===== src/verilog/arc_pkg.sv =====
// ==========================================================
// Shared constants for the adaptive receiver controller
package arc_pkg;
	// ==========================================================
	// Register offsets
	localparam logic [7:0] ADDR_TABLE_LAST = 8'h13;
	localparam logic [7:0] ADDR_MODE = 8'h80;
	localparam logic [7:0] ADDR_RXCTL = 8'h81;
	localparam logic [7:0] ADDR_SIGPRO = 8'h82;
	localparam logic [7:0] ADDR_SYSCFG = 8'h83;
	localparam logic [7:0] ADDR_SEND_INSTR = 8'h84;
	localparam logic [7:0] ADDR_STATUS = 8'h85;
	localparam logic [7:0] ADDR_SIZE = 8'h97;
	// ==========================================================
	// Table layout and capacity
	localparam int TABLE_DEPTH = 20;
	localparam logic [4:0] TABLE_END = 5'h14;
	localparam int MASK_LSB = 16;
	localparam int MINP_LSB = 13;
	localparam int MIN_LSB = 10;
	localparam int GAIN_LSB = 7;
	localparam int HPCF_LSB = 4;
	localparam int GEAR_LSB = 0;
	// ==========================================================
	// Field widths, limits, reset values
	localparam logic [3:0] GAIN_MAX = 4'h3;
	localparam logic [3:0] HPCF_MAX = 4'h3;
	localparam logic [3:0] MIN_MAX = 4'hF;
	localparam logic [7:0] SIZE_RESET = 8'h00;
	localparam logic [3:0] FIELD_RESET = 4'h0;
	localparam logic [15:0] MODE_RESET = 16'h0001;
	// ==========================================================
	// System configuration fields
	localparam logic [2:0] CMD_IDLE = 3'h0;
	localparam logic [2:0] CMD_TRANSCEIVE = 3'h3;
	localparam int START_SEND_BIT = 3;
	// ==========================================================
	// State encodings
	typedef enum logic [1:0] {
		ARC_IDLE = 2'b01,
		ARC_SCAN = 2'b10
	} arc_state_t;
	typedef enum logic [3:0] {
		TRX_IDLE = 4'b0001,
		TRX_WAIT_TX = 4'b0010,
		TRX_TX = 4'b0100,
		TRX_RX = 4'b1000
	} arc_trx_state_t;
endpackage


===== src/verilog/arc_adaptive_rx.sv =====
// Overview of operation
// Gear changes update only receiver gain, high-pass corner and both min levels.
// Adaptive table entry count comes from upper nibble of size entry.
// Zero adaptive table size disables all receiver updates on gear changes.
// Both tables share twenty word entries plus one length byte.
// Adaptive table starts right after the last waveshaping entry.
// Host changing waveshaping size shifts and invalidates stored receiver entries.
// Adaptive values override receiver defaults written at protocol load.
// Each gear switch searches table and applies matching entry to config.
// Upper sixteen entry bits are a one-hot technology and rate mask.
// Bits 15 to 13 change secondary min level by up to three.
// Bits 12 to 10 change primary min level by up to three.
// Bits 9 to 7 change receiver gain by up to three.
// Bits 6 to 4 change high-pass corner by up to three.
// Bits 3 to 0 hold the gear where the entry applies.
// One transceive command sends, then receives the expected response.
// Writing transceive code into command field starts the transceive machine.
// A started transceive machine never returns to idle by itself.
// Host stops the machine after an error by writing idle code.
// Send-start bit or send-data instruction both trigger transmission.
// Sign bit zero adds magnitude, one subtracts it.
// Changes accumulate across successive applicable entries as gear rises.
// Software stores entries with gear numbers in ascending order.
// Results beyond a field's range clamp to its minimum or maximum.
// Entry matches only on equal gear and set mask bit for mode.
//
// Our own choice: the address-and-strobe port.
`timescale 1ns/1ps
module arc_adaptive_rx
	import arc_pkg::*;
(
	// Clock and reset
	input wire logic clock,
	input wire logic reset_n,
	// Register port
	input wire logic [7:0] reg_addr,
	input wire logic [31:0] reg_wdata,
	input wire logic reg_wr,
	input wire logic reg_rd,
	output logic [31:0] reg_rdata,
	// Power control gear
	input wire logic [3:0] dpc_gear,
	// RF front end handshake
	input wire logic tx_done,
	input wire logic rx_done,
	// Receiver settings
	output logic [1:0] rx_gain,
	output logic [1:0] highpass_corner_field,
	output logic [3:0] primary_min_threshold,
	output logic [3:0] secondary_min_threshold,
	// Transceive control
	output logic tx_start,
	output logic rx_enable,
	output logic trx_active
);
	// ==========================================================
	// Clamped relative update
	function automatic logic [3:0] apply_delta(input logic [3:0] cur, input logic [2:0] d,
		input logic [3:0] maxv);
		logic [4:0] mag;
		logic [4:0] sum;
		mag = {3'h0, d[1:0]};
		sum = {1'b0, cur} + mag;
		// sign selects add or subtract
		if (!d[2]) begin
			// clamp at top
			apply_delta = (sum > {1'b0, maxv}) ? maxv : sum[3:0];
		end else begin
			// clamp at zero
			apply_delta = (mag > {1'b0, cur}) ? 4'h0 : 4'(cur - mag[3:0]);
		end
	endfunction
	// ==========================================================
	// Storage
	logic [31:0] table_mem [TABLE_DEPTH];
	logic [7:0] shaping_table_size_entry;
	logic [15:0] active_mode;
	logic [2:0] sys_command;
	arc_state_t arc_state;
	arc_trx_state_t trx_state;
	logic [3:0] gear_q;
	logic [3:0] target_gear;
	logic [4:0] scan_idx;
	logic [3:0] scan_left;
	// Decode
	wire logic table_sel = (reg_addr <= ADDR_TABLE_LAST);
	wire logic wr_table = reg_wr && table_sel;
	wire logic wr_mode = reg_wr && (reg_addr == ADDR_MODE);
	wire logic wr_rxctl = reg_wr && (reg_addr == ADDR_RXCTL);
	wire logic wr_sigpro = reg_wr && (reg_addr == ADDR_SIGPRO);
	wire logic wr_syscfg = reg_wr && (reg_addr == ADDR_SYSCFG);
	wire logic wr_instr = reg_wr && (reg_addr == ADDR_SEND_INSTR);
	wire logic wr_size = reg_wr && (reg_addr == ADDR_SIZE);
	// adaptive size in upper nibble, shaping size in lower
	wire logic [3:0] arc_size = shaping_table_size_entry[7:4];
	wire logic [3:0] shape_size = shaping_table_size_entry[3:0];
	// ==========================================================
	// Table entry fields
	wire logic [31:0] entry = (scan_idx < TABLE_END) ? table_mem[scan_idx] : 32'h0;
	wire logic [15:0] entry_mask = entry[MASK_LSB +: 16];
	wire logic [2:0] entry_minp = entry[MINP_LSB +: 3];
	wire logic [2:0] entry_min = entry[MIN_LSB +: 3];
	wire logic [2:0] entry_gain = entry[GAIN_LSB +: 3];
	wire logic [2:0] entry_hpcf = entry[HPCF_LSB +: 3];
	wire logic [3:0] entry_gear = entry[GEAR_LSB +: 4];
	// scan stops at end of shared capacity
	wire logic scan_done = (scan_left == 4'h0) || (scan_idx >= TABLE_END);
	// gear equal and mode bit set; R9 one-hot mask; R14 gear field
	wire logic hit = (entry_gear == target_gear) && |(entry_mask & active_mode);
	wire logic apply = (arc_state == ARC_SCAN) && !scan_done && hit;
	wire logic gear_changed = (dpc_gear != gear_q);
	wire logic scan_start = (arc_state == ARC_IDLE) && gear_changed && (arc_size != 4'h0);
	// clamped field updates
	wire logic [3:0] adj_gain = apply_delta({2'h0, rx_gain}, entry_gain, GAIN_MAX);
	wire logic [3:0] adj_hpcf = apply_delta({2'h0, highpass_corner_field}, entry_hpcf,
		HPCF_MAX);
	wire logic [3:0] adj_min = apply_delta(primary_min_threshold, entry_min, MIN_MAX);
	wire logic [3:0] adj_minp = apply_delta(secondary_min_threshold, entry_minp, MIN_MAX);
	// ==========================================================
	// Table and size writes
	always_ff @(posedge clock) begin
		if (wr_table) begin
			table_mem[reg_addr[4:0]] <= reg_wdata;
		end
	end
	always_ff @(posedge clock) begin
		if (!reset_n) begin
			shaping_table_size_entry <= SIZE_RESET;
			active_mode <= MODE_RESET;
		end else begin
			if (wr_size) begin
				shaping_table_size_entry <= reg_wdata[7:0];
			end
			if (wr_mode) begin
				active_mode <= reg_wdata[15:0];
			end
		end
	end
	// ==========================================================
	// Gear search machine
	arc_state_t next_arc_state;
	always_comb begin
		next_arc_state = arc_state;
		case (arc_state)
			ARC_IDLE: begin
				// zero size never starts a search
				if (scan_start) begin
					next_arc_state = ARC_SCAN;
				end
			end
			ARC_SCAN: begin
				if (scan_done) begin
					next_arc_state = ARC_IDLE;
				end
			end
			default: next_arc_state = ARC_IDLE;
		endcase
	end

	// walk entries on each gear switch
	always_ff @(posedge clock) begin
		if (!reset_n) begin
			arc_state <= ARC_IDLE;
			gear_q <= 4'h0;
			target_gear <= 4'h0;
			scan_idx <= 5'h00;
			scan_left <= 4'h0;
		end else begin
			arc_state <= next_arc_state;
			if (arc_state == ARC_IDLE) begin
				gear_q <= dpc_gear;
			end
			if (scan_start) begin
				target_gear <= dpc_gear;
				// start right after waveshaping entries
				scan_idx <= {1'b0, shape_size};
				scan_left <= arc_size;
			end else if (arc_state == ARC_SCAN && !scan_done) begin
				scan_idx <= scan_idx + 5'h01;
				scan_left <= scan_left - 4'h1;
			end
		end
	end

	// ==========================================================
	// Receiver settings; R1 only these four fields move
	always_ff @(posedge clock) begin
		if (!reset_n) begin
			rx_gain <= 2'h0;
			highpass_corner_field <= 2'h0;
			primary_min_threshold <= FIELD_RESET;
			secondary_min_threshold <= FIELD_RESET;
		end else if (apply) begin
			// adaptive update wins over protocol defaults; R21 builds on current
			rx_gain <= adj_gain[1:0];
			highpass_corner_field <= adj_hpcf[1:0];
			primary_min_threshold <= adj_min;
			secondary_min_threshold <= adj_minp;
		end else begin
			if (wr_rxctl) begin
				rx_gain <= reg_wdata[3:2];
				highpass_corner_field <= reg_wdata[1:0];
			end
			if (wr_sigpro) begin
				secondary_min_threshold <= reg_wdata[7:4];
				primary_min_threshold <= reg_wdata[3:0];
			end
		end
	end

	// ==========================================================
	// Transceive machine
	wire logic cmd_trx = wr_syscfg && (reg_wdata[2:0] == CMD_TRANSCEIVE);
	wire logic cmd_idle = wr_syscfg && (reg_wdata[2:0] == CMD_IDLE);
	// either trigger starts sending
	wire logic send_trig = wr_instr || (wr_syscfg && reg_wdata[START_SEND_BIT]);
	arc_trx_state_t next_trx_state;
	always_comb begin
		next_trx_state = trx_state;
		case (trx_state)
			TRX_IDLE: begin
				// transceive code starts the machine
				if (cmd_trx) begin
					next_trx_state = TRX_WAIT_TX;
				end
			end
			TRX_WAIT_TX: begin
				if (send_trig) begin
					next_trx_state = TRX_TX;
				end
			end
			TRX_TX: begin
				// receive follows transmit
				if (tx_done) begin
					next_trx_state = TRX_RX;
				end
			end
			TRX_RX: begin
				// loop back, never to idle
				if (rx_done) begin
					next_trx_state = TRX_WAIT_TX;
				end
			end
			default: next_trx_state = TRX_IDLE;
		endcase
		// host idle command stops it
		if (cmd_idle) begin
			next_trx_state = TRX_IDLE;
		end
	end

	always_ff @(posedge clock) begin
		if (!reset_n) begin
			trx_state <= TRX_IDLE;
			sys_command <= CMD_IDLE;
			tx_start <= 1'b0;
			rx_enable <= 1'b0;
			trx_active <= 1'b0;
		end else begin
			trx_state <= next_trx_state;
			if (wr_syscfg) begin
				sys_command <= reg_wdata[2:0];
			end
			tx_start <= (trx_state == TRX_WAIT_TX) && send_trig && !cmd_idle;
			rx_enable <= (next_trx_state == TRX_RX);
			trx_active <= (next_trx_state != TRX_IDLE);
		end
	end

	// ==========================================================
	// Read port, data in the cycle after the strobe
	wire logic [31:0] status_word = {20'h0, trx_state, 2'h0, arc_state, gear_q};
	logic [31:0] next_rdata;
	always_comb begin
		next_rdata = 32'h0;
		if (table_sel) begin
			next_rdata = table_mem[reg_addr[4:0]];
		end else begin
			case (reg_addr)
				ADDR_MODE: next_rdata = {16'h0, active_mode};
				ADDR_RXCTL: next_rdata = {28'h0, rx_gain, highpass_corner_field};
				ADDR_SIGPRO: next_rdata = {24'h0, secondary_min_threshold, primary_min_threshold};
				ADDR_SYSCFG: next_rdata = {29'h0, sys_command};
				ADDR_STATUS: next_rdata = status_word;
				ADDR_SIZE: next_rdata = {24'h0, shaping_table_size_entry};
				default: next_rdata = 32'h0;
			endcase
		end
	end

	always_ff @(posedge clock) begin
		if (!reset_n) begin
			reg_rdata <= 32'h0;
		end else begin
			reg_rdata <= reg_rd ? next_rdata : 32'h0;
		end
	end
endmodule


===== config.mk =====
export PLATFORM = sky130hd
export DESIGN_NAME = arc_adaptive_rx
export DESIGN_NICKNAME = d
export VERILOG_FILES = /design/src/verilog/arc_pkg.sv /design/src/verilog/arc_adaptive_rx.sv
export SDC_FILE = /design/constraint.sdc
export NUM_CORES = 1
export LEC_CHECK = 0
export BUFFER_PORTS_ARGS = -buffer_cell sky130_fd_sc_hd__buf_2
export CAP_MARGIN = 40
export CELL_PAD_IN_SITES_DETAIL_PLACEMENT = 1
export CELL_PAD_IN_SITES_GLOBAL_PLACEMENT = 2
export CORE_AREA = 2 2 286 288
export DETAILED_ROUTE_END_ITERATION = 16
export DIE_AREA = 0 0 288 290
export MAX_ROUTING_LAYER = met4
export PLACE_DENSITY_LB_ADDON = 0.1
export RECOVER_POWER = 25
export SKIP_CTS_REPAIR_TIMING = 1
export SLEW_MARGIN = 25
export SYNTH_ARGS = -nofsm -noshare
export SYNTH_HDL_FRONTEND = slang
export SYNTH_SLANG_ARGS = --single-unit

===== constraint.sdc =====
create_clock -name clock -period 5.34 [get_ports clock]
set_input_delay 0 -clock clock [delete_from_list [all_inputs] [get_ports clock]]
set_output_delay 0 -clock clock [all_outputs]
set_load 0.03 [all_outputs]

## Word-level counts from Yosys, hierarchy flattened

Memory sizes are Yosys's and may differ from the RTL's.
Cells that the tools add are included.

- Bits in writable memories: 640
- Output and inout port bits: 47
- Memory bits (read-only): 0
- Latch bits: 0
- Memories: 1
- Bits in registers: 97

- Eq/ne operators: 20
- $add $sub $neg: 10
- $lt $le $gt $ge: 11
- $mul: 0
- Bitwise gates (word level): 2
- Shifts and indexed selects: 0
- Divide/modulo/power cells: 0
- Reductions and logical operators: 31
- Muxes and demuxes: 38

Memory list:

| memory | words | bits a word | rd ports | clocked after memory_dff | write ports | RTL line | RTL |
|---|---|---|---|---|---|---|---|
| table_mem | 20 | 32 | 2 | 0 | 1 | arc_adaptive_rx.sv:75 | `logic [31:0] table_mem [TABLE_DEPTH];` |

Operators with widths:

| operator | number |
|---|---|
| one-hot mux 16 bit (6 select lines) | 1 |
| two-way mux 4 bit | 19 |
| two-way mux 32 bit | 2 |
| == test 8 bit, second input constant | 7 |
| two-way mux 2 bit | 12 |
| logical AND 1 bit | 17 |
| AND 16 bit | 1 |
| one-hot mux 4 bit (4 select lines) | 1 |
| OR reduction 16 bit | 1 |
| adder 4 x 2 -> 5 bit | 2 |
| > comparator 5 x 4 -> 1 bit, second input constant | 2 |
| == test 4 bit, second input constant | 2 |
| > comparator 2 x 4 -> 1 bit | 2 |
| less-or-equal comparator 8 x 5 -> 1 bit, second input constant | 1 |
| subtractor 4 x 2 -> 4 bit | 2 |
| adder 2 x 2 -> 3 bit | 2 |
| > comparator 3 x 2 -> 1 bit, second input constant | 2 |
| nonzero test 2 bit | 3 |
| adder 5 x 1 -> 5 bit, second input constant | 1 |
| >= comparator 5 bit, second input constant | 1 |
| < comparator 5 bit, second input constant | 1 |
| == test 4 x 1 -> 1 bit, second input constant | 1 |
| == test 4 x 2 -> 1 bit, second input constant | 1 |
| == test 4 x 3 -> 1 bit, second input constant | 1 |
| other kinds (20) | 27 |

## Longest topological paths before layout

- Word-level depth: 8
- Gate-level depth with buffers: 20
- Depth with buffers taken out: 13

## Least setup slack after synthesis

OpenSTA, ideal clock, no wires.

- Path kind: input port to flip-flop
- Start: in reg_addr[3]
- End: mem table_mem[8][0] (enable)
- Stages on the path: 5
- Setup time: 513 ps
- Path slack: 206 ps
- Arrival: 4,621 ps
- Cell sequence: clkbuf_1 > clkbuf_1 > nor2b_1 > nand2b_1 > nor4b_1

- Cells in the longest elaborated chain, start to end: 4

Ends and longest elaborated chain:

| item | RTL line | RTL |
|---|---|---|
| from (decl) | arc_adaptive_rx.sv:36 | `input wire logic [7:0] reg_addr,` |
| less-or-equal comparator 8 x 5 -> 1 bit | arc_adaptive_rx.sv:86 | `wire logic table_sel = (reg_addr <= ADDR_TABLE_LAST);` |
| logical AND 1 bit | arc_adaptive_rx.sv:87 | `wire logic wr_table = reg_wr && table_sel;` |
| two-way mux 1 bit | arc_adaptive_rx.sv:122 | `if (wr_table) begin` |
| two-way mux 1 bit (implied by the code) | arc_adaptive_rx.sv:123 | `table_mem[reg_addr[4:0]] <= reg_wdata;` |
| to (decl) | arc_adaptive_rx.sv:75 |  |

Several ways; a longest one is shown, not always the timed one.

## Final worst setup path

- Start: reg scan_idx[0]
- End: reg highpass_corner_field[1]

- Cells in the longest elaborated chain, start to end: 7

Ends and longest elaborated chain:

| item | RTL line | RTL |
|---|---|---|
| from (decl) | arc_adaptive_rx.sv:83 | `logic [4:0] scan_idx;` |
| from (signal assigned) | arc_adaptive_rx.sv:176 | `scan_idx <= {1'b0, shape_size};` |
| from (signal assigned) | arc_adaptive_rx.sv:179 | `scan_idx <= scan_idx + 5'h01;` |
| memory (20 x 32 bit) or < comparator 5 bit (tied branches) | -- |  |
| two-way mux 32 bit | arc_adaptive_rx.sv:99 | `wire logic [31:0] entry = (scan_idx < TABLE_END) ? table_mem[scan_idx] : 32'h0;` |
| adder 2 x 2 -> 3 bit or AND 16 bit (tied branches) | arc_adaptive_rx.sv:63, arc_adaptive_rx.sv:109 |  |
| > comparator 3 x 2 -> 1 bit or OR reduction 16 bit (tied branches) | arc_adaptive_rx.sv:67, arc_adaptive_rx.sv:109 |  |
| two-way mux 2 bit or logical AND 1 bit (tied branches) | arc_adaptive_rx.sv:67, arc_adaptive_rx.sv:109 |  |
| two-way mux 2 bit or logical AND 1 bit (tied branches) | arc_adaptive_rx.sv:65, arc_adaptive_rx.sv:110 |  |
| two-way mux 2 bit or nonzero test 2 bit (tied branches) | -- |  |
| to (signal assigned) | arc_adaptive_rx.sv:196 | `highpass_corner_field <= adj_hpcf[1:0];` |
| to (signal assigned) | arc_adaptive_rx.sv:202 | `highpass_corner_field <= reg_wdata[1:0];` |
| to (decl) | arc_adaptive_rx.sv:48 | `output logic [1:0] highpass_corner_field,` |

Several ways; a longest one is shown, not always the timed one.
A chain may end at the register's enable or synchronous reset.

==> summary.md <==
| Metric | Value |
|---|---|
| Status | complete, no violations |
| Startpoint Class | register |
| Most frequent cells in the layout | 640 x edfxtp_1, 311 x mux4_2, 138 x nand2_1, 105 x mux2i_1, 94 x dfxtp_1 |
| Mapped Area | 34400 sq um |
| Hold wc startpoint | reg_addr[7] |
| Die footprint | around 84000 sq um |
| GR Overflow Total | 0 |
| Static leakage | roughly 13 nW |
| Crit-path max FO | 32 |
| RSZ-0062 raised after global routing | false |
| Drt pass-1 iters | 5 |
| Root Driver | clkbuf_16 |
| Worst-path clk slew | about 0.06 ns |
| Primary FF master, synth | edfxtp_1 |
| H-tree Lvls | 3 |
| Gpl congestion | between 0.8 and 0.9 |
| Final HPWL DP | about 74 mm |
| I/O pins | 97 |
| Final Setup Violations | 0 |
| Die height | approximately 290 microns |
| Syn_area_per_cell | around 17 sq um |
| Worst Setup End Kind | register |
| Worst Hold End | table_mem[0][23] |
| Max clock buf depth | 3 |
| Slew margin rel. | ~33% |
| Fin Clk Skew | between 0.015 and 0.02 ns |
| Num CTS Buffers | 84 |
| Fin util | 49.7% |
| Maximum clock frequency | about 0.24 GHz |
| Fin nets | roughly 2200 |
| Core area | about 80000 sq um |
| Critical path class | reg2reg |
| Mapped Nets | around 2100 |
| Worst Tran Pin Value | a little over 1 ns |
| Pwr/cell area | roughly 320 nW/um^2 |
| Vias in the first global route | 21530 |
| TritonCTS clock tree | done |
| Cells after synthesis | just under 2000 |
| Unique masters post-synth | slightly below 80 |
| GRT Total Usage | 29.1% |
| Minimum clock period | approximately 4.2 ns |
| ANT nets after route | 0 |
| EDFF count, synth | 640 |
| Max Cap Violations | 0 |
| Starting Density | a little over two fifths |
| WL per Instance | ~36 microns |
| Port Buffer Count | 96 |
| Setup TNS | 0 ns |
| Global-route wire length before repair | 166 mm |
| Yosys reg bits | about 740 |
| Synth-to-Final Area Change | 15.7% |
| Initial antenna violation count | 2 |
| Residual DRC | 0 |
| Die width | approximately 290 microns |
| Design Area, Final | 39800 sq um |
| Via density | approximately 6.5 |
| Min-Delay Path Depth | 4 |
| Most common cell after layout, fill and taps aside | edfxtp_1 |
| Worst VDD drop | around 0.26 mV |
| Share of layout cells above drive strength 1 | 29.5% |
| Reg-to-Reg Start | scan_idx[0] |
| Final hold slack | roughly 0.016 ns |
| Data required time of the worst path | about 5.9 ns |
| Clock Latency Late Sink | around 0.65 ns |
| # rows | ~100 |
| Sink Count | between 700 and 800 |
| Seq/Total Area, Yosys | about three fifths |
| Yosys warns | 0 |
| Hold Fails Final Rpt | 0 |
| Pin count of the biggest net entering global routing | roughly 80 |
| Worst reg2reg path depth | 9 |
| Async SR Flop Fraction | 0% |
| Fin crit share | 78.6% |
| Critical R2R Capture | highpass_corner_field[1] |
| Hold Crit Class | in2reg |
| Reg2Reg Setup Slack | around 1.1 ns |
| DRT Wirelength | between 100 and 150 mm |
| Max Slew Vio Count | 0 |
| Crit path DAT | about 4.7 ns |
| Area post-placement | about 37000 sq um |
| Violation count after the first detailed-route iteration | 2300 |
| Routed via count | 21213 |
| Ant diodes | 0 |
registers in the layout, indices dropped and copies added (netlist names), 3 cells and up:
signal                    cells
table_mem                   640
primary_min_threshold         4
gear_q                        4
reg_rdata                    32
sys_command                   3
secondary_min_threshold       4
target_gear                   4
trx_state                     4
scan_idx                      5
scan_left                     4
active_mode                  16
shaping_table_size_entry      8
metal layers:
layer / wire length (microns) / track usage [%] / part of all wire, %
met3: 8100 / 3.77 / 6.9
met1: 51600 / 42.7 / 44
met5: 0 / - / 0
met2: 55300 / 43.4 / 47
met4: 2290 / 6.79 / 2.0
stage by stage:
step	worst slack (ns)	power [mW]	instances
after floorplan	0.206	6.70	1982
after global placement	1.17	6.93	3073
after detailed placement	1.13	6.94	3082
after CTS	1.11	12.8	3237
after global routing	0.980	13.1	3282
final	1.14	12.7	3282
report_power, final:
group | internal (mW) | total (mW) | leakage (nW) | switching [mW]
Sequential | 6.26 | 6.27 | 6.54 | 0.00928
Combinational | 0.231 | 0.568 | 4.73 | 0.337
Clock | 3.49 | 5.91 | 1.37 | 2.42
cells by family (layout without fill, tap and decap cells):
| kind of cell | after synthesis | in the layout | share of synthesized area, % |
|---|---|---|---|
| AOI/OAI and AO/OA | 232 | 232 | 4.56 |
| xor gates and xnor gates | 11 | 11 | 0.280 |
| adders and majority gates | 23 | 23 | 1.01 |
| buffers and inverters | 169 | 409 | 2.46 |
| DFF | 737 | 737 | 61.4 |
| muxes | 457 | 457 | 25.5 |
| and+or+nand+nor | 353 | 353 | 4.70 |
layout make-up:
| class | count | area (sq um) |
|---|---|---|
| fill | 7518 | 40300 |
| sequential | 737 | 21200 |
| multi-input combinational | 1076 | 12600 |
| clock buffer | 117 | 2370 |
| timing repair buffer | 220 | 1800 |
| tap | 1060 | 1330 |
| clock inverter | 38 | 420 |
| inverter | 34 | 128 |
synthesized netlist by cell type (all sizes together), types with 17 or more instances:
cell / n / share of area (%)
mux2: 23 / 0.77
mux2i: 105 / 3.1
clkbuf: 65 / 0.72
nand2: 138 / 1.5
nor2: 89 / 0.97
nand3: 36 / 0.52
o21ai: 17 / 0.25
nor3: 18 / 0.26
buf: 69 / 1.3
dfxtp: 97 / 5.6
inv: 33 / 0.36
mux4: 329 / 22
edfxtp: 640 / 56
a21oi: 81 / 1.2
o22ai: 19 / 0.35
a22oi: 21 / 0.46
worst max path at each step:
stage / cells past startpoint / start / end / slack (ns)
5_1_grt: 9 / scan_idx[0] / highpass_corner_field[1] / 0.98
3_5_place_dp: 9 / scan_idx[0] / highpass_corner_field[1] / 1.13
4_1_cts: 9 / scan_idx[0] / highpass_corner_field[1] / 1.11
3_3_place_gp: 9 / scan_idx[0] / highpass_corner_field[1] / 1.17
2_1_floorplan: 5 / reg_addr[3] / table_mem[8][0] / 0.21
6_report: 9 / scan_idx[0] / highpass_corner_field[1] / 1.14
worst max-delay path, cell delays in order (launching register included):
cell and delay, ns:
dfxtp_4 0.81, buf_4 0.48, mux4_2 0.56, a21oi_1 0.16, nor3_1 0.06, a31oi_1 0.31
xnor2_1 0.12, or4_4 0.58, a21oi_4 0.50, mux2_2 0.41
No activity file was read; power rests on OpenSTA's default activity.
